## src/core/conv_ctl_pkg.sv

```systemverilog
// Purpose: Shared constants and carriers for the converter control block
// Assumes: 10 MHz core clock (100 ns period)
// Notes:   Timing counts are derived from printed times by expression
package conv_ctl_pkg;
    // =================================================================
    // Widths and clock
    localparam int RESULT_W       = 16;
    localparam int CLK_PERIOD_NS  = 100;
    // =================================================================
    // Timing (times in ns as printed, counts in clock cycles)
    localparam int CONV_TYP_NS    = 3300;
    localparam int CONV_MAX_NS    = 3800;
    localparam int ACQ_MAX_NS     = 480;
    localparam int NAP_WAKE_NS    = 200;
    // One decision per step; typical time spread over the bit steps
    localparam int CONV_CYC       = CONV_TYP_NS / CLK_PERIOD_NS;
    localparam int STEP_CYC       = CONV_CYC / RESULT_W;
    localparam int ACQ_CYC        = ACQ_MAX_NS / CLK_PERIOD_NS;
    localparam int WAKE_CYC       = NAP_WAKE_NS / CLK_PERIOD_NS;
    localparam int CNT_W          = 8;
    // =================================================================
    // Reset values
    localparam logic [15:0] RESULT_RST = 16'h0000;
    localparam logic [15:0] SAR_RST    = 16'h0000;

    typedef enum logic [1:0] {ST_IDLE, ST_CONV, ST_ACQ, ST_WAKE} ctl_state_e;

    typedef struct packed {
        logic chip_select_n;
        logic read_n;
        logic conversion_start_n;
        logic power_down_n;
    } host_ctl_s;

    typedef struct packed {
        logic [15:0] data;
        logic [15:0] oe_n;
    } result_bus_s;
endpackage : conv_ctl_pkg

```

## src/core/sar_adc_parallel_control.sv

```systemverilog
// Purpose: Control logic of a 16-bit SAR converter with parallel port
// Assumes: Host pins synchronous to i_mclk; comparator is an input
// Notes:   Conversion timing comes from the internal step counter
//
// Behaviour
// - Conversion starts on start falling edge while chip select is low
// - Start and read are ignored while chip select is high
// - Starts are ignored until the acquisition after the running conversion ends
// - Approximation register loads 8000h (MSB trial bit) at the start of each conversion
// - Sixteen bits resolved one per step, MSB first
// - Finished word is copied into the output holding latch
// - Busy low during conversion, high otherwise
// - New result is on the bus by the busy rising edge
// - Data driven only while read and chip select are both low
// - Result is two's complement, bit 15 is the MSB; the code gives straight binary (8000h midscale, FFFFh top)
// - Conversion takes typically 3.3 us, at most 3.8 us; here 32 cycles of 100 ns, 3.2 us
// - Acquisition completes within 480 ns after conversion ends
// - Acquisition plus conversion fits in 4 us for 250 ksps
// - Power-down low shuts down; chip select picks nap or sleep
// - Nap keeps logic alive; ready again 200 ns after release
// - With read tied to start, previous result shows until completion
`timescale 1ns/100ps
`default_nettype none
module sar_adc_parallel_control
    import conv_ctl_pkg::*;
(
    input  wire logic                i_mclk,
    input  wire logic                i_rst_n,
    input  wire host_ctl_s           i_host,
    input  wire logic                i_comparator,
    output logic [RESULT_W-1:0]      o_result_bus,
    output logic [RESULT_W-1:0]      o_result_bus_oe_n,
    output logic                     o_busy_n,
    output logic                     o_nap,
    output logic                     o_sleep,
    output logic                     o_acquiring
);
    ctl_state_e          state;
    ctl_state_e          next_state;
    logic [CNT_W-1:0]    step_cnt;
    logic [CNT_W-1:0]    next_step_cnt;
    logic                start_n_q;
    logic                selected;
    logic                start_edge;
    logic                start_ok;
    logic                shutdown;
    logic                step_tick;
    logic                sar_last;
    logic                conv_done;
    logic [RESULT_W-1:0] sar_value;
    logic [RESULT_W-1:0] holding_latch;
    logic                read_en;

    // =================================================================
    // Strobe decode
    assign selected   = !i_host.chip_select_n;
    assign shutdown   = !i_host.power_down_n;
    assign start_edge = start_n_q && !i_host.conversion_start_n;
    // Starts only count when idle and powered; a start during ACQ is the
    // host's fault and is dropped rather than corrupting the sample.
    assign start_ok   = start_edge && selected && !shutdown
                        && (state == ST_IDLE);
    assign step_tick  = (state == ST_CONV)
                        && (step_cnt == CNT_W'(STEP_CYC - 1));
    assign conv_done  = step_tick && sar_last;
    assign read_en    = selected && !i_host.read_n;

    // =================================================================
    // Next state
    always_comb
    begin
        next_state    = state;
        next_step_cnt = step_cnt;
        case (state)
            ST_IDLE:
            begin
                next_step_cnt = '0;
                if (start_ok)
                    next_state = ST_CONV;
            end
            ST_CONV:
            begin
                next_step_cnt = step_tick ? '0 : step_cnt + 1'b1;
                if (conv_done)
                    next_state = ST_ACQ;
            end
            ST_ACQ:
            begin
                next_step_cnt = step_cnt + 1'b1;
                if (step_cnt == CNT_W'(ACQ_CYC - 1))
                begin
                    next_state    = shutdown ? ST_WAKE : ST_IDLE;
                    next_step_cnt = '0;
                end
            end
            ST_WAKE:
            begin
                // Held here during shutdown; wake timer runs after release
                if (shutdown)
                    next_step_cnt = '0;
                else if (step_cnt == CNT_W'(WAKE_CYC - 1))
                    next_state = ST_IDLE;
                else
                    next_step_cnt = step_cnt + 1'b1;
            end
            default:
            begin
                next_state    = ST_IDLE;
                next_step_cnt = '0;
            end
        endcase
        if (shutdown && state == ST_IDLE)
        begin
            next_state    = ST_WAKE;
            next_step_cnt = '0;
        end
    end

    // =================================================================
    // State registers
    always_ff @(posedge i_mclk or negedge i_rst_n)
    begin
        if (!i_rst_n)
        begin
            state     <= ST_IDLE;
            step_cnt  <= '0;
            start_n_q <= 1'b1;
        end
        else
        begin
            state     <= next_state;
            step_cnt  <= next_step_cnt;
            start_n_q <= i_host.conversion_start_n;
        end
    end

    sar_step u_sar (
        .i_mclk     (i_mclk),
        .i_rst_n    (i_rst_n),
        .i_clear    (start_ok),
        .i_step     (step_tick),
        .i_keep_bit (i_comparator),
        .o_value    (sar_value),
        .o_last     (sar_last)
    );

    // =================================================================
    // Output latch and pins; latch and busy change on the same edge,
    // so the word is stable when busy rises.
    always_ff @(posedge i_mclk or negedge i_rst_n)
    begin
        if (!i_rst_n)
            holding_latch <= RESULT_RST;
        else if (conv_done)
            holding_latch <= {sar_value[15:1], i_comparator};
    end

    always_ff @(posedge i_mclk or negedge i_rst_n)
    begin
        if (!i_rst_n)
        begin
            o_result_bus      <= RESULT_RST;
            o_result_bus_oe_n <= 16'hFFFF;
            o_busy_n          <= 1'b1;
            o_nap             <= 1'b0;
            o_sleep           <= 1'b0;
            o_acquiring       <= 1'b0;
        end
        else
        begin
            // Old word stays until completion, also with read on start
            o_result_bus      <= conv_done
                                 ? {sar_value[15:1], i_comparator}
                                 : holding_latch;
            o_result_bus_oe_n <= {RESULT_W{!read_en}};
            o_busy_n          <= !(next_state == ST_CONV);
            o_nap             <= shutdown && selected;
            o_sleep           <= shutdown && !selected;
            o_acquiring       <= (next_state == ST_ACQ);
        end
    end
endmodule : sar_adc_parallel_control
`default_nettype wire

```

## src/core/sar_step.sv

```systemverilog
// Purpose: Successive-approximation register with bit pointer
// Assumes: Comparator decision is a synchronous input
// Notes:   Loads 8000h on start, resolves MSB first
`timescale 1ns/100ps
`default_nettype none
module sar_step
    import conv_ctl_pkg::*;
(
    input  wire logic                i_mclk,
    input  wire logic                i_rst_n,
    input  wire logic                i_clear,
    input  wire logic                i_step,
    input  wire logic                i_keep_bit,
    output logic [RESULT_W-1:0]      o_value,
    output logic                     o_last
);
    logic [RESULT_W-1:0] approximation_register;
    logic [RESULT_W-1:0] bit_ptr;
    logic [RESULT_W-1:0] next_value;

    // =================================================================
    // Trial bit is set, kept or dropped by the comparator
    assign next_value = i_keep_bit ? approximation_register
                                   : (approximation_register & ~bit_ptr);

    always_ff @(posedge i_mclk or negedge i_rst_n)
    begin
        if (!i_rst_n)
        begin
            approximation_register <= SAR_RST;
            bit_ptr                <= 16'h8000;
        end
        else if (i_clear)
        begin
            approximation_register <= 16'h8000;
            bit_ptr                <= 16'h8000;
        end
        else if (i_step)
        begin
            approximation_register <= next_value | (bit_ptr >> 1);
            bit_ptr                <= bit_ptr >> 1;
        end
    end

    assign o_value = approximation_register;
    assign o_last  = bit_ptr[0];
endmodule : sar_step
`default_nettype wire

```

## config.mk

```make
export PLATFORM = sky130hd
export DESIGN_NAME = sar_adc_parallel_control
export DESIGN_NICKNAME = d
export VERILOG_FILES = /design/src/core/conv_ctl_pkg.sv /design/src/core/sar_adc_parallel_control.sv /design/src/core/sar_step.sv
export SDC_FILE = /design/constraint.sdc
export NUM_CORES = 1
export LEC_CHECK = 0
export BUFFER_PORTS_ARGS = -buffer_cell sky130_fd_sc_hd__buf_2
export CAP_MARGIN = 20
export CELL_PAD_IN_SITES_DETAIL_PLACEMENT = 1
export CELL_PAD_IN_SITES_GLOBAL_PLACEMENT = 1
export CORE_MARGIN = 2
export CORE_UTILIZATION = 45
export CTS_CLUSTER_DIAMETER = 60
export CTS_CLUSTER_SIZE = 25
export DETAILED_ROUTE_END_ITERATION = 10
export PLACE_DENSITY = 0.85
export SKIP_CTS_REPAIR_TIMING = 1
export SLEW_MARGIN = 20
export SYNTH_ARGS = -nofsm -noshare
export SYNTH_HDL_FRONTEND = slang
export SYNTH_SLANG_ARGS = --single-unit
```

## constraint.sdc

```tcl
create_clock -name i_mclk -period 3.2 [get_ports i_mclk]
set_input_delay 0.16 -clock i_mclk [delete_from_list [all_inputs] [get_ports i_mclk]]
set_output_delay 0.16 -clock i_mclk [all_outputs]
set_load 0.02 [all_outputs]
```

Word level (Yosys, flattened, before mapping):

Index checks and enable logic that the tools add are counted.

* register bits after elaboration: 64
* bits of input ports: 7
* output and inout port bits: 36
* word-level logic and storage cells: 60

* $add $sub $neg: 1
* eq/ne operators: 8
* multiplexer cells: 19
* bitwise operators: 3
* reduce and logical (&&, ||, !) cells: 18

Operator list (count)
* 16-bit two-way mux: 5
* 8-bit two-way mux: 5
* 8-bit case mux with 4 select lines: 1
* 16-bit bitwise AND: 1
* 16-bit NOT: 1
* 16-bit by 15-bit OR with 16-bit output: 1
* 2-bit two-way mux: 7
* 1-bit logical AND: 10
* 8-bit by 1-bit adder with 8-bit output, second input constant: 1
* 8-bit by 1-bit == test with 1-bit output, second input constant: 1
* 8-bit by 2-bit == test with 1-bit output, second input constant: 1
* 2-bit case mux with 4 select lines: 1
* 2-bit == test, second input constant: 3
* 1-bit logical NOT: 6
* 2-bit by 1-bit == test with 1-bit output, second input constant: 2
* 4-bit inequality test, second input constant: 1
* 2-bit logical NOT: 1
* 2-bit nonzero test: 1

Logic depth before layout (Yosys ltp):

Gate-level depths: netlist of the first run.

* depth in word-level cells: 10
* mapped depth: 8
* gate-level depth less buffers: 6

Cells and area by module:

Synthesis of the first run repeated with hierarchy kept, for this count alone.

* cells, all modules: 243
* area, all modules: 2872.8 µm²

Modules (own cells, without submodules)
* sar_adc_parallel_control: times used 1, cells each 122, area an instance 1549.0 µm², sequential area each 804.5 µm²
* sar_step: times used 1, cells each 121, area an instance 1323.8 µm², sequential area each 802.0 µm²

Worst setup path after synthesis of the first run:

Ideal clock, no wire load.

* path type: reg-to-reg
* from: register step_cnt[1]
* to: register o_result_bus[10]
* library setup time: 0.125 ns
* data arrival time: 2.211 ns
* required time: 3.075 ns
* slack: 0.864 ns
* stages on the path, launching flop included: 8
* path buffers: 2
* clock period less this slack: 2.336 ns
* path through: dfrtp_1 -> inv_1 -> ha_1 -> or3b_2 -> clkbuf_1 -> nor4_4 -> buf_6 -> mux2_4

* longest elaborated chain between the ends: 3

RTL lines
* start, declared: line sar_adc_parallel_control.sv:40 `logic [CNT_W-1:0] step_cnt;`
* start signal, assigned: line sar_adc_parallel_control.sv:132 `step_cnt <= next_step_cnt;`
* 8-bit by 1-bit == test with 1-bit output: line sar_adc_parallel_control.sv:64 `&& (step_cnt == CNT_W'(STEP_CYC - 1));`
* 1-bit logical AND: line sar_adc_parallel_control.sv:64
* 1-bit logical AND: line sar_adc_parallel_control.sv:65 `assign conv_done = step_tick && sar_last;`
* end signal, assigned: line sar_adc_parallel_control.sv:172 `o_result_bus <= conv_done`
* end, declared: line sar_adc_parallel_control.sv:31 `output logic [RESULT_W-1:0] o_result_bus,`

No other way between the ends.
A chain may end at the register's enable or synchronous reset.

Worst setup path after layout of the first run:

* from: register step_cnt[1]
* to: register u_sar.approximation_register[9], in the netlist u_sar.o_value[9]

* longest elaborated chain between the ends: 3

RTL lines
* 8-bit by 1-bit == test with 1-bit output: line sar_adc_parallel_control.sv:64
* 1-bit logical AND: line sar_adc_parallel_control.sv:64
* 2-bit nonzero test (no source line)
* end signal, assigned: line sar_step.sv:40 `approximation_register <= next_value | (bit_ptr >> 1);`
* end, declared: line sar_step.sv:17 `logic [RESULT_W-1:0] approximation_register;`

No other way between the ends.

==> metrics.log, run 1 <==
[metrics] Placement Rows: 28
[metrics] CP max stage cell: sky130_fd_sc_hd__nor4_4
[metrics] final-layout fill cell count: 621
[metrics] final design utilization: 0.534
[metrics] layout cell share with drive strength beyond 1: 0.363
[metrics] mean routed wirelength per cell: 16.9 microns
[metrics] number of global-route vias before repair: 1894
[metrics] number of hold-slack violations in the final timing report: 0
[metrics] antenna violations before repair: 0
[metrics] worst min-delay path category: primary input to flop
[metrics] DRT antenna net count: 0
[metrics] worst min-delay path endpoint: o_result_bus_oe_n[0]
[metrics] clock latency of the later-clocked register in the worst-skew pair: 0.34 ns
[metrics] clk buf depth: 2
[metrics] Worst Max-Slew Pin Slew: 0.892 ns
[metrics] synthesis-stage register bit count: 63
[metrics] CP cell instances: inv_1 -> ha_1 -> or3b_2 -> nor4_4 -> nand2_1 -> a32o_1
[metrics] TritonCTS clock tree: done
[metrics] cell leakage power: 1.51 nW
[metrics] Cells after Synth: 218
[metrics] WHS Path Cells: 2
[metrics] TNS Setup: 0 ns
[metrics] net count of the mapped netlist: 227
[metrics] result of the run: completed
[metrics] worst r2r src: step_cnt[1]
[metrics] Post-Syn Area per Cell: 12.6 sq um
[metrics] WHS: 0.0117 ns
[metrics] proportion of synthesized chip area in sequential cells: 0.574
[metrics] critical path arrival: 2.78 ns
[metrics] slew margin rel.: 0.403
[metrics] number of violations reported at the end of detailed-routing iteration 0: 89
[metrics] number of clock sinks: 63
[metrics] clk slew on worst S/H paths: 0.08 ns
[metrics] combined flip-flop and latch cell area: 1580 sq um
[metrics] depth of the worst register-to-register path: 6
[metrics] die outline width: 82.3 microns
[metrics] register-to-register path setup slack: 0.65 ns
[metrics] shortest clock period the worst path allows after layout: 2.55 ns
[metrics] pin count of the biggest net entering global routing: 53
[metrics] unrepaired setup endpoints after global routing: no
[metrics] Final Setup Violations: 0
[metrics] wirelength, routed: 5.61 mm
[metrics] vias post-DR: 1822
[metrics] all-layer global routing usage: 0.185
[metrics] amount of wire on met2 after detailed routing: 2.73 mm
[metrics] maximum clock rate: 392 MHz
[metrics] Post-Place Cells: 312
[metrics] global-route wire length before repair: 9.36 mm
[metrics] top layer in use: met4
[metrics] non-filler instance count after layout: 331
[metrics] effective utilization at floorplan: 0.466
[metrics] count of cell types in the netlist: 41
[metrics] total CTS buffers: 9
[metrics] detailed route wirelength on metal3: 214 microns
[metrics] Setup Crit Path Kind: flop to flop
[metrics] P&R area growth vs syn: 14.8%
[metrics] area used by multi-input combinational logic: 988 sq um
[metrics] fraction of the cycle the final worst path needs: 0.798
[metrics] detailed placer's ending HPWL: 3.67 mm
[metrics] peak per-stage delay on the critical path: 0.74 ns
[metrics] crit start category: flop
[metrics] area of the core: 5920 sq um
[metrics] count of synthesis-stage warnings from yosys: 0
[metrics] remaining global-route overflow: 0
[metrics] Antenna Cells: 0
[metrics] type of element capturing the critical path: flop
[metrics] worst hold start: i_host[2]
[metrics] Clk Tree Root Cell: sky130_fd_sc_hd__clkbuf_8
[metrics] final setup skew: 0.00976 ns
[metrics] weighted congestion at the end of routability-driven global placement: 0.743
[metrics] full die area: 6770 sq um
[metrics] vias per cell: 5.50
[metrics] PwrDens: 718 nW/um^2
[metrics] H-tree lvl count: 3
[metrics] required time of the critical path: 3.43 ns
[metrics] Max Cap Violations: 0
[metrics] count of buffers from port buffering: 42
[metrics] die extent in y: 82.3 microns
[metrics] Met1 Wirelength: 2.57 mm
[metrics] post-synth design cell area: 2760 sq um
[metrics] final count of pins violating max slew: 0
[metrics] endpoint of the most critical register-to-register path: u_sar.o_value[9]
[metrics] first drt pass iteration count: 4
[metrics] critical path fanouts, max: 14
[metrics] worst vdd rail ir drop: 0.000321 V
[metrics] number of DRC violations after detailed routing: 0
[metrics] ports placed on the boundary: 43
[metrics] NumNets Final: 260
[Yosys cell counts (all sizes together)]
master,instances,share of area
buf,19,0.053
nand4,2,0.0045
nand3b,1,0.0027
a32o,14,0.051
ha,2,0.0091
a2111oi,1,0.0032
xnor2,1,0.0032
mux2,17,0.080
and2,2,0.0045
or4b,1,0.0036
a22o,13,0.041
or2,3,0.0068
or3,1,0.0023
and3,2,0.0045
xor2,4,0.013
a21o,2,0.0054
nand2b,3,0.0068
or3b,3,0.0095
o22ai,1,0.0023
nor3,3,0.0073
nor2b,2,0.0045
nor4,3,0.018
nand2,19,0.026
dfrtp,59,0.54
o31ai,1,0.0027
inv,4,0.0054
o21ai,4,0.0073
clkbuf,7,0.0095
or4,1,0.0041
nor2,11,0.015
dfstp,4,0.038
a21oi,1,0.0018
nand3,3,0.0054
mux2i,2,0.0073
a311oi,1,0.0032
or2b,1,0.0027
[cell usage in the layout (no fill, tap or decap), types with 3 or more instances in the layout]
cell type and n:
sky130_fd_sc_hd__o21ai_0 4, sky130_fd_sc_hd__or2_2 3, sky130_fd_sc_hd__or3b_2 3, sky130_fd_sc_hd__xor2_1 4
sky130_fd_sc_hd__dfstp_2 4, sky130_fd_sc_hd__dlygate4sd3_1 3, sky130_fd_sc_hd__nand3_1 3, sky130_fd_sc_hd__dfrtp_1 59
sky130_fd_sc_hd__clkbuf_8 9, sky130_fd_sc_hd__mux2_2 9, sky130_fd_sc_hd__nand2b_1 3, sky130_fd_sc_hd__nor2_1 11
sky130_fd_sc_hd__a32o_1 14, sky130_fd_sc_hd__buf_2 41, sky130_fd_sc_hd__nand2_1 19, sky130_fd_sc_hd__buf_4 4
sky130_fd_sc_hd__a22o_1 13, sky130_fd_sc_hd__mux2_4 8, sky130_fd_sc_hd__inv_1 4
[sequential cells by signal, summed over array words and instances, names as in the netlist]
register and count:
o_result_bus 16, u_sar.o_value 15, start_n_q 1, u_sar.bit_ptr 16
o_result_bus_oe_n 1, o_nap 1, o_acquiring 1, o_busy_n 1
state 2, o_sleep 1, step_cnt 8
[where the power goes]
group | total, W | internal [W] | leakage (nW) | switching (W)
clock network | 0.000765 | 0.000439 | 0.110 | 0.000326
registers | 0.00104 | 0.000915 | 0.841 | 0.000121
logic | 0.000470 | 0.000201 | 0.558 | 0.000268
[routing by layer]
| metal | GRT usage | vias up |
|---|---|---|
| met3 | 0.0391 | 10 |
| li1 | - | 834 |
| met5 | 0 | - |
| met1 | 0.243 | 935 |
| met2 | 0.295 | 43 |
| met4 | 0.0833 | 0 |
[per-stage QoR]
step / setup WS [ns] / total power (W) / area (sq um)
after global routing: 0.567 / 0.00240 / 3160
final: 0.647 / 0.00227 / 3160
after CTS: 0.635 / 0.00229 / 3130
after floorplan: 0.864 / 0.00139 / 2760
after global placement: 0.861 / 0.00148 / 2910
after detailed placement: 0.668 / 0.00152 / 2910
[worst max-delay path, delay by kind of cell, from the launching register on]
family	cells	cell delay (ns)
AND/OR/NAND/NOR	3	1.47
AO/OA/AOI/OAI	1	0.30
adder cells (fa/ha/maj)	1	0.18
flip-flops	1	0.43
buffers and inverters	1	0.08
[cells by family (layout without fill, tap and decap cells)]
family                   Yosys count  after routing  synth area share
AO/OA/AOI/OAI                     38             38             0.118
XOR/XNOR                           5              5            0.0159
adder cells (fa/ha/maj)            2              2           0.00908
buffers and inverters             30             68            0.0676
flip-flops                        63             63             0.574
multiplexers                      19             19            0.0876
AND/OR/NAND/NOR                   61             61             0.128
[layout make-up]
type | count | area share
multi-input cells | 125 | 0.313
inverters | 4 | 0.00475
flip-flops and latches | 63 | 0.500
clock buffers | 9 | 0.0392
well taps | 75 | 0.0297
repair buffers | 48 | 0.0839
clock inverters | 7 | 0.0301
[worst max-delay path by stage]
stage / from / to / slack [ns]
6_report: step_cnt[1] / u_sar.o_value[9] / 0.65
5_1_grt: step_cnt[1] / u_sar.o_value[5] / 0.57
4_1_cts: step_cnt[1] / u_sar.o_value[9] / 0.64
3_5_place_dp: step_cnt[1] / u_sar.o_value[9] / 0.67
3_3_place_gp: step_cnt[1] / u_sar.o_value[11] / 0.86
2_1_floorplan: step_cnt[1] / o_result_bus[10] / 0.86
Note: power is estimated with default switching activity, not from simulation.
==> inputs of run 2 (changes only) <==
clock period = 2.6 ns   (was 3.2 ns; I/O delays follow)
==> run 2 against run 1 <==
Effect of this change: the flow now finishes with violations (hold timing); cell area fell by 0.83%; fmax rose by 15%; core utilization fell by 0.44 points; hold slack got worse by 0.081 ns; combinational power rose by 22%; cell count rose by 1.2%; global-route usage barely moved; setup slack got worse by 0.28 ns; highest routed layer unchanged; largest power group unchanged; sequential power rose by 22%; register-to-register slack got worse by 0.28 ns; first-iteration DRC count rose by 28%.
==> metrics.log, run 2 (synthesized netlist as in run 1, its figures left out) <==
[metrics] buffer and inverter count on the worst path: 2 (+1)
[metrics] Placement Rows: 28 (unchanged)
[metrics] NumNets Final: 264 (+1.5%)
[metrics] effective utilization at floorplan: 0.466 (unchanged)
[metrics] number of clock sinks: 63 (unchanged)
[metrics] fraction of the cycle the final worst path needs: 0.857 (+0.0597)
[metrics] worst min-delay path category: primary input to asynchronous set/reset pin
[metrics] die outline width: 82.3 microns (unchanged)
[metrics] required time of the critical path: 2.83 ns (-0.60 ns)
[metrics] global-route wire length before repair: 9.10 mm (-2.8%)
[metrics] first drt pass iteration count: 4 (unchanged)
[metrics] vias post-DR: 1821 (-0.055%)
[metrics] unrepaired setup endpoints after global routing: no
[metrics] maximum clock rate: 449 MHz (+15%)
[metrics] weighted congestion at the end of routability-driven global placement: 0.764 (+2.8%)
[metrics] final-layout fill cell count: 632 (+1.8%)
[metrics] clock latency of the later-clocked register in the worst-skew pair: 0.35 ns (about the same)
[metrics] Worst Max-Slew Pin Slew: 0.864 ns (-0.0279 ns)
[metrics] number of violations reported at the end of detailed-routing iteration 0: 114 (+28%)
[metrics] critical path arrival: 2.46 ns (-0.32 ns)
[metrics] wirelength, routed: 5.75 mm (+2.5%)
[metrics] all-layer global routing usage: 0.185 (about the same)
[metrics] area of the core: 5920 sq um (unchanged)
[metrics] mean routed wirelength per cell: 17.2 microns (+1.3%)
[metrics] Top delay family on crit path: simple AND/OR/NAND/NOR gates
[metrics] WHS: -0.0696 ns (-0.0813 ns)
[metrics] combined flip-flop and latch cell area: 1580 sq um (unchanged)
[metrics] layout cell share with drive strength beyond 1: 0.369 (+0.00595)
[metrics] CP cell instances: inv_1 -> ha_1 -> or3b_2 -> nor3_2 -> buf_4 -> nand3b_1 -> a32o_1
[metrics] TritonCTS clock tree: done
[metrics] Max Cap Violations: 0 (unchanged)
[metrics] die extent in y: 82.3 microns (unchanged)
[metrics] ports placed on the boundary: 43 (unchanged)
[metrics] CP max stage cell: sky130_fd_sc_hd__or3b_2
[metrics] final setup skew: 0.00913 ns (-0.000628 ns)
[metrics] number of DRC violations after detailed routing: 0 (unchanged)
[metrics] failing checks: hold timing
[metrics] Antenna Cells: 0 (unchanged)
[metrics] vias per cell: 5.44 (-1.2%)
[metrics] detailed placer's ending HPWL: 3.76 mm (+2.6%)
[metrics] cell leakage power: 1.50 nW (-0.70%)
[metrics] PwrDens: 820 nW/um^2 (+14%)
[metrics] TNS Setup: 0 ns (unchanged)
[metrics] final standard cell area without fillers: 3140 sq um (-0.83%)
[metrics] number of hold-slack violations in the final timing report: 59 (+59)
[metrics] slew margin rel.: 0.422 (+0.0187)
[metrics] Clk Tree Root Cell: sky130_fd_sc_hd__clkbuf_8
[metrics] commonest non-fill, non-tap cell in the layout: sky130_fd_sc_hd__dfrtp_1
[metrics] highest-count cells in the layout ignoring fill and taps: 59 x sky130_fd_sc_hd__dfrtp_1, 42 x sky130_fd_sc_hd__buf_2, 19 x sky130_fd_sc_hd__nand2_1
[metrics] pin count of the biggest net entering global routing: 64 (+21%)
[metrics] clk slew on worst S/H paths: 0.08 ns (about the same)
[metrics] Setup Crit Path Kind: flop to flop
[metrics] critical path fanouts, max: 15 (+1)
[metrics] full die area: 6770 sq um (unchanged)
[metrics] final count of pins violating max slew: 0 (unchanged)
[metrics] count of buffers from port buffering: 42 (unchanged)
[metrics] worst vdd rail ir drop: 0.000489 V (+52%)
[metrics] type of element capturing the critical path: flop
[metrics] crit start category: flop
[metrics] antenna violations before repair: 0 (unchanged)
[metrics] area used by multi-input combinational logic: 988 sq um (unchanged)
[metrics] P&R area growth vs syn: 13.8%
[metrics] area of placed instances: 2940 sq um (+0.94%)
[metrics] DRT antenna net count: 0 (unchanged)
[metrics] peak per-stage delay on the critical path: 0.55 ns (-0.19 ns)
[metrics] total CTS buffers: 9 (unchanged)
[metrics] remaining global-route overflow: 0 (unchanged)
[metrics] number of global-route vias before repair: 1857 (-2.0%)
[metrics] shortest clock period the worst path allows after layout: 2.23 ns (-0.324 ns)
[metrics] Final Setup Violations: 0 (unchanged)
[metrics] H-tree lvl count: 3 (unchanged)
[metrics] clk buf depth: 2 (unchanged)
[metrics] result of the run: complete, but fails checks
[run 2: final cells by class]
cell class | count | share of cell area
Clock inverter | 6 | 0.0120
Multi-Input combinational cell | 125 | 0.315
Sequential cell | 63 | 0.504
Inverter | 4 | 0.00479
Tap cell | 75 | 0.0299
Timing Repair Buffer | 52 | 0.0933
Clock buffer | 10 | 0.0407
[run 2: final timing paths]
path | from | slack, ns | depth (start not counted) | to
min reg2reg | u_sar.o_value[15] | 0.49 | 1 | u_sar.o_value[15]
min in group i_mclk | i_host[0] | 0.05 | 2 | o_nap
max | step_cnt[1] | 0.37 | 7 | u_sar.o_value[14]
max in group asynchronous | i_rst_n | 2.14 | 2 | o_result_bus[0]
max reg2reg | step_cnt[1] | 0.37 | 7 | u_sar.o_value[14]
min | i_rst_n | -0.07 | 2 | o_result_bus[8]
[run 2: per-stage QoR]
step	hold WS (ns)	std cells	utilization	setup slack, ns	total power [W]
final	-0.0696	335	0.530	0.371	0.00257
after global routing	0.00136	335	0.530	0.267	0.00273
after CTS	-0.126	332	0.525	0.356	0.00260
after detailed placement	0.248	316	0.497	0.351	0.00186
after global placement	0.247	316	0.497	0.473	0.00183
after floorplan	-0.166	218	-	0.264	0.00171
[run 2: per-layer routing]
metal | share of wire | global-route usage
met1 | 0.46 | 0.238
met2 | 0.48 | 0.285
met3 | 0.040 | 0.0533
met4 | 0.019 | 0.0983
met5 | 0 | 0
[run 2: where the power goes]
group	internal, W	leakage, nW	switching (W)	total [W]
sequential	0.00113	0.841	0.000142	0.00127
combinational	0.000249	0.579	0.000323	0.000572
clock	0.000340	0.0781	0.000393	0.000733
total	0.00172	1.50	0.000858	0.00257
==> inputs of run 3 (changes only) <==
CORE_UTILIZATION = 48   (was 45)
PLACE_DENSITY = 0.9   (was 0.85)
clock period = 2.7 ns   (was 2.6 ns; I/O delays follow)
==> run 3 against run 2 <==
Effect of this change: the flow now finishes without violations; register-to-register slack about the same; first-iteration DRC count decreased by 25%; wire length is 6.6% higher; critical path type unchanged; largest power group unchanged; highest routed layer unchanged.
==> metrics.log, run 3 (synthesized netlist as in run 1, its figures left out) <==
[metrics] result of the run: completed
[metrics] Setup Crit Path Kind: flop to flop
[metrics] crit start category: flop
[metrics] final standard cell area without fillers: 3210 sq um (+2.4%)
[metrics] slew margin rel.: 0.401 (-0.0205)
[metrics] Antenna Cells: 0 (unchanged)
[metrics] non-filler instance count after layout: 332 (-0.90%)
[metrics] wirelength, routed: 6.13 mm (+6.6%)
[metrics] die extent in y: 79.8 microns (-3.0%)
[metrics] count of buffers from port buffering: 42 (unchanged)
[metrics] global-route wire length before repair: 10.1 mm (+11%)
[metrics] amount of wire on met2 after detailed routing: 3.19 mm (+15%)
[metrics] number of violations reported at the end of detailed-routing iteration 0: 86 (-25%)
[metrics] required time of the critical path: 2.92 ns (+0.09 ns)
[metrics] effective utilization at floorplan: 0.498 (+0.0320)
[metrics] clk buf depth: 2 (unchanged)
[metrics] Max Cap Violations: 0 (unchanged)
[metrics] number of clock sinks: 63 (unchanged)
[metrics] DRT antenna net count: 0 (unchanged)
[metrics] PwrDens: 849 nW/um^2 (+3.5%)
[metrics] final count of pins violating max slew: 0 (unchanged)
[metrics] pin count of the biggest net entering global routing: 37 (-42%)
[metrics] CP cell instances: inv_1 -> ha_1 -> or3b_2 -> nor3_2 -> nor2_1 -> a22o_1
[metrics] commonest non-fill, non-tap cell in the layout: sky130_fd_sc_hd__dfrtp_1
[metrics] P&R area growth vs syn: 16.5%
[metrics] first drt pass iteration count: 4 (unchanged)
[metrics] full die area: 6360 sq um (-6.0%)
[metrics] number of DRC violations after detailed routing: 0 (unchanged)
[metrics] type of element capturing the critical path: flop
[metrics] remaining global-route overflow: 0 (unchanged)
[metrics] unrepaired setup endpoints after global routing: no
[metrics] TritonCTS clock tree: done
[metrics] detailed placer's ending HPWL: 3.95 mm (+4.9%)
[metrics] clock latency of the later-clocked register in the worst-skew pair: 0.33 ns (-0.02 ns)
[metrics] antenna violations before repair: 0 (unchanged)
[metrics] clk slew on worst S/H paths: 0.07 ns (about the same)
[metrics] number of hold-slack violations in the final timing report: 0 (-100%)
[metrics] TNS Setup: 0 ns (unchanged)
[metrics] Final Setup Violations: 0 (unchanged)
[metrics] Clk Tree Root Cell: sky130_fd_sc_hd__clkbuf_8
[metrics] weighted congestion at the end of routability-driven global placement: 0.765 (+0.24%)
[metrics] register-to-register path setup slack: 0.36 ns (about the same)
[metrics] critical path fanouts, max: 13 (-2)
[metrics] ports placed on the boundary: 43 (unchanged)
[metrics] maximum clock rate: 427 MHz (-4.8%)
[metrics] vias post-DR: 1854 (+1.8%)
[metrics] die outline width: 79.8 microns (-3.0%)
[metrics] mean routed wirelength per cell: 18.5 microns (+7.6%)
[metrics] total CTS buffers: 9 (unchanged)
[metrics] vias per cell: 5.58 (+2.7%)
[metrics] all-layer global routing usage: 0.212 (+0.0266)
[metrics] H-tree lvl count: 3 (unchanged)
[metrics] Post-Place Cells: 313 (-0.95%)
[metrics] Power, Total: 0.00273 W (+5.9%)
[metrics] shortest clock period the worst path allows after layout: 2.34 ns (+0.113 ns)
[metrics] final setup skew: 0.00813 ns (-0.000997 ns)
[metrics] number of global-route vias before repair: 2009 (+8.2%)
[metrics] Worst Max-Slew Pin Slew: 0.895 ns (+0.0306 ns)
[metrics] WHS: 0.0232 ns (+0.0929 ns)
[metrics] area of placed instances: 2950 sq um (+0.30%)
[metrics] NumNets Final: 264 (unchanged)
[metrics] area of the core: 5540 sq um (-6.4%)
[metrics] critical path arrival: 2.56 ns (+0.10 ns)
[metrics] highest-count cells in the layout ignoring fill and taps: 59 x sky130_fd_sc_hd__dfrtp_1, 42 x sky130_fd_sc_hd__buf_2, 19 x sky130_fd_sc_hd__nand2_1
[metrics] Placement Rows: 27 (-3.6%)
[metrics] cell leakage power: 1.54 nW (+3.1%)
[metrics] worst vdd rail ir drop: 0.000355 V (-27%)
[metrics] fraction of the cycle the final worst path needs: 0.867 (+0.0101)
[metrics] peak per-stage delay on the critical path: 0.55 ns (about the same)
[metrics] CP max stage cell: sky130_fd_sc_hd__or3b_2
[metrics] detailed route wirelength on metal3: 261 microns (+13%)
[metrics] worst min-delay path category: primary input to flop
[metrics] layout cell share with drive strength beyond 1: 0.373 (+0.00385)
[metrics] Met1 Wirelength: 2.57 mm (-2.2%)
[metrics] top layer in use: met4
run 3: cell type report:
| class | count | area [sq um] |
|---|---|---|
| well taps | 72 | 90.1 |
| flip-flops and latches | 63 | 1580 |
| multi-input cells | 125 | 988 |
| clock inverters | 5 | 78.8 |
| inverters | 4 | 15.0 |
| fillers | 569 | 2330 |
| clock buffers | 11 | 151 |
| repair buffers | 52 | 305 |
run 3: power breakdown:
part / internal (W) / switching (W)
Sequential: 0.00109 / 0.000147
Clock: 0.000570 / 0.000359
Combinational: 0.000241 / 0.000322
run 3: routing by layer:
metal | up-vias | global-route usage
met5 | - | 0
met4 | 0 | 0.0915
met2 | 52 | 0.355
met1 | 952 | 0.269
li1 | 842 | -
met3 | 8 | 0.0407
run 3: critical path: cells and delay by family, from the launching register on:
kind,cells,cell delay [ns]
adder cells (fa/ha/maj),1,0.16
AND/OR/NAND/NOR,3,1.30
AO/OA/AOI/OAI,1,0.27
flip-flops,1,0.43
buffers and inverters,1,0.08
run 3: final timing paths:
kind,to,start,depth (start not counted)
hold reg to reg,u_sar.o_value[15],u_sar.o_value[15],1
setup / recovery,u_sar.bit_ptr[7],step_cnt[1],6
hold / removal,o_result_bus_oe_n[0],i_host[2],2
min in group asynchronous,step_cnt[2],i_rst_n,2
setup reg to reg,u_sar.bit_ptr[7],step_cnt[1],6
max in group asynchronous,u_sar.bit_ptr[15],i_rst_n,3
run 3: through the flow:
step | setup WS [ns] | utilization
6_report | 0.358 | 0.579
5_1_grt | 0.192 | 0.579
4_1_cts | 0.353 | 0.574
3_5_place_dp | 0.390 | 0.533
3_3_place_gp | 0.491 | 0.533
2_1_floorplan | 0.364 | -
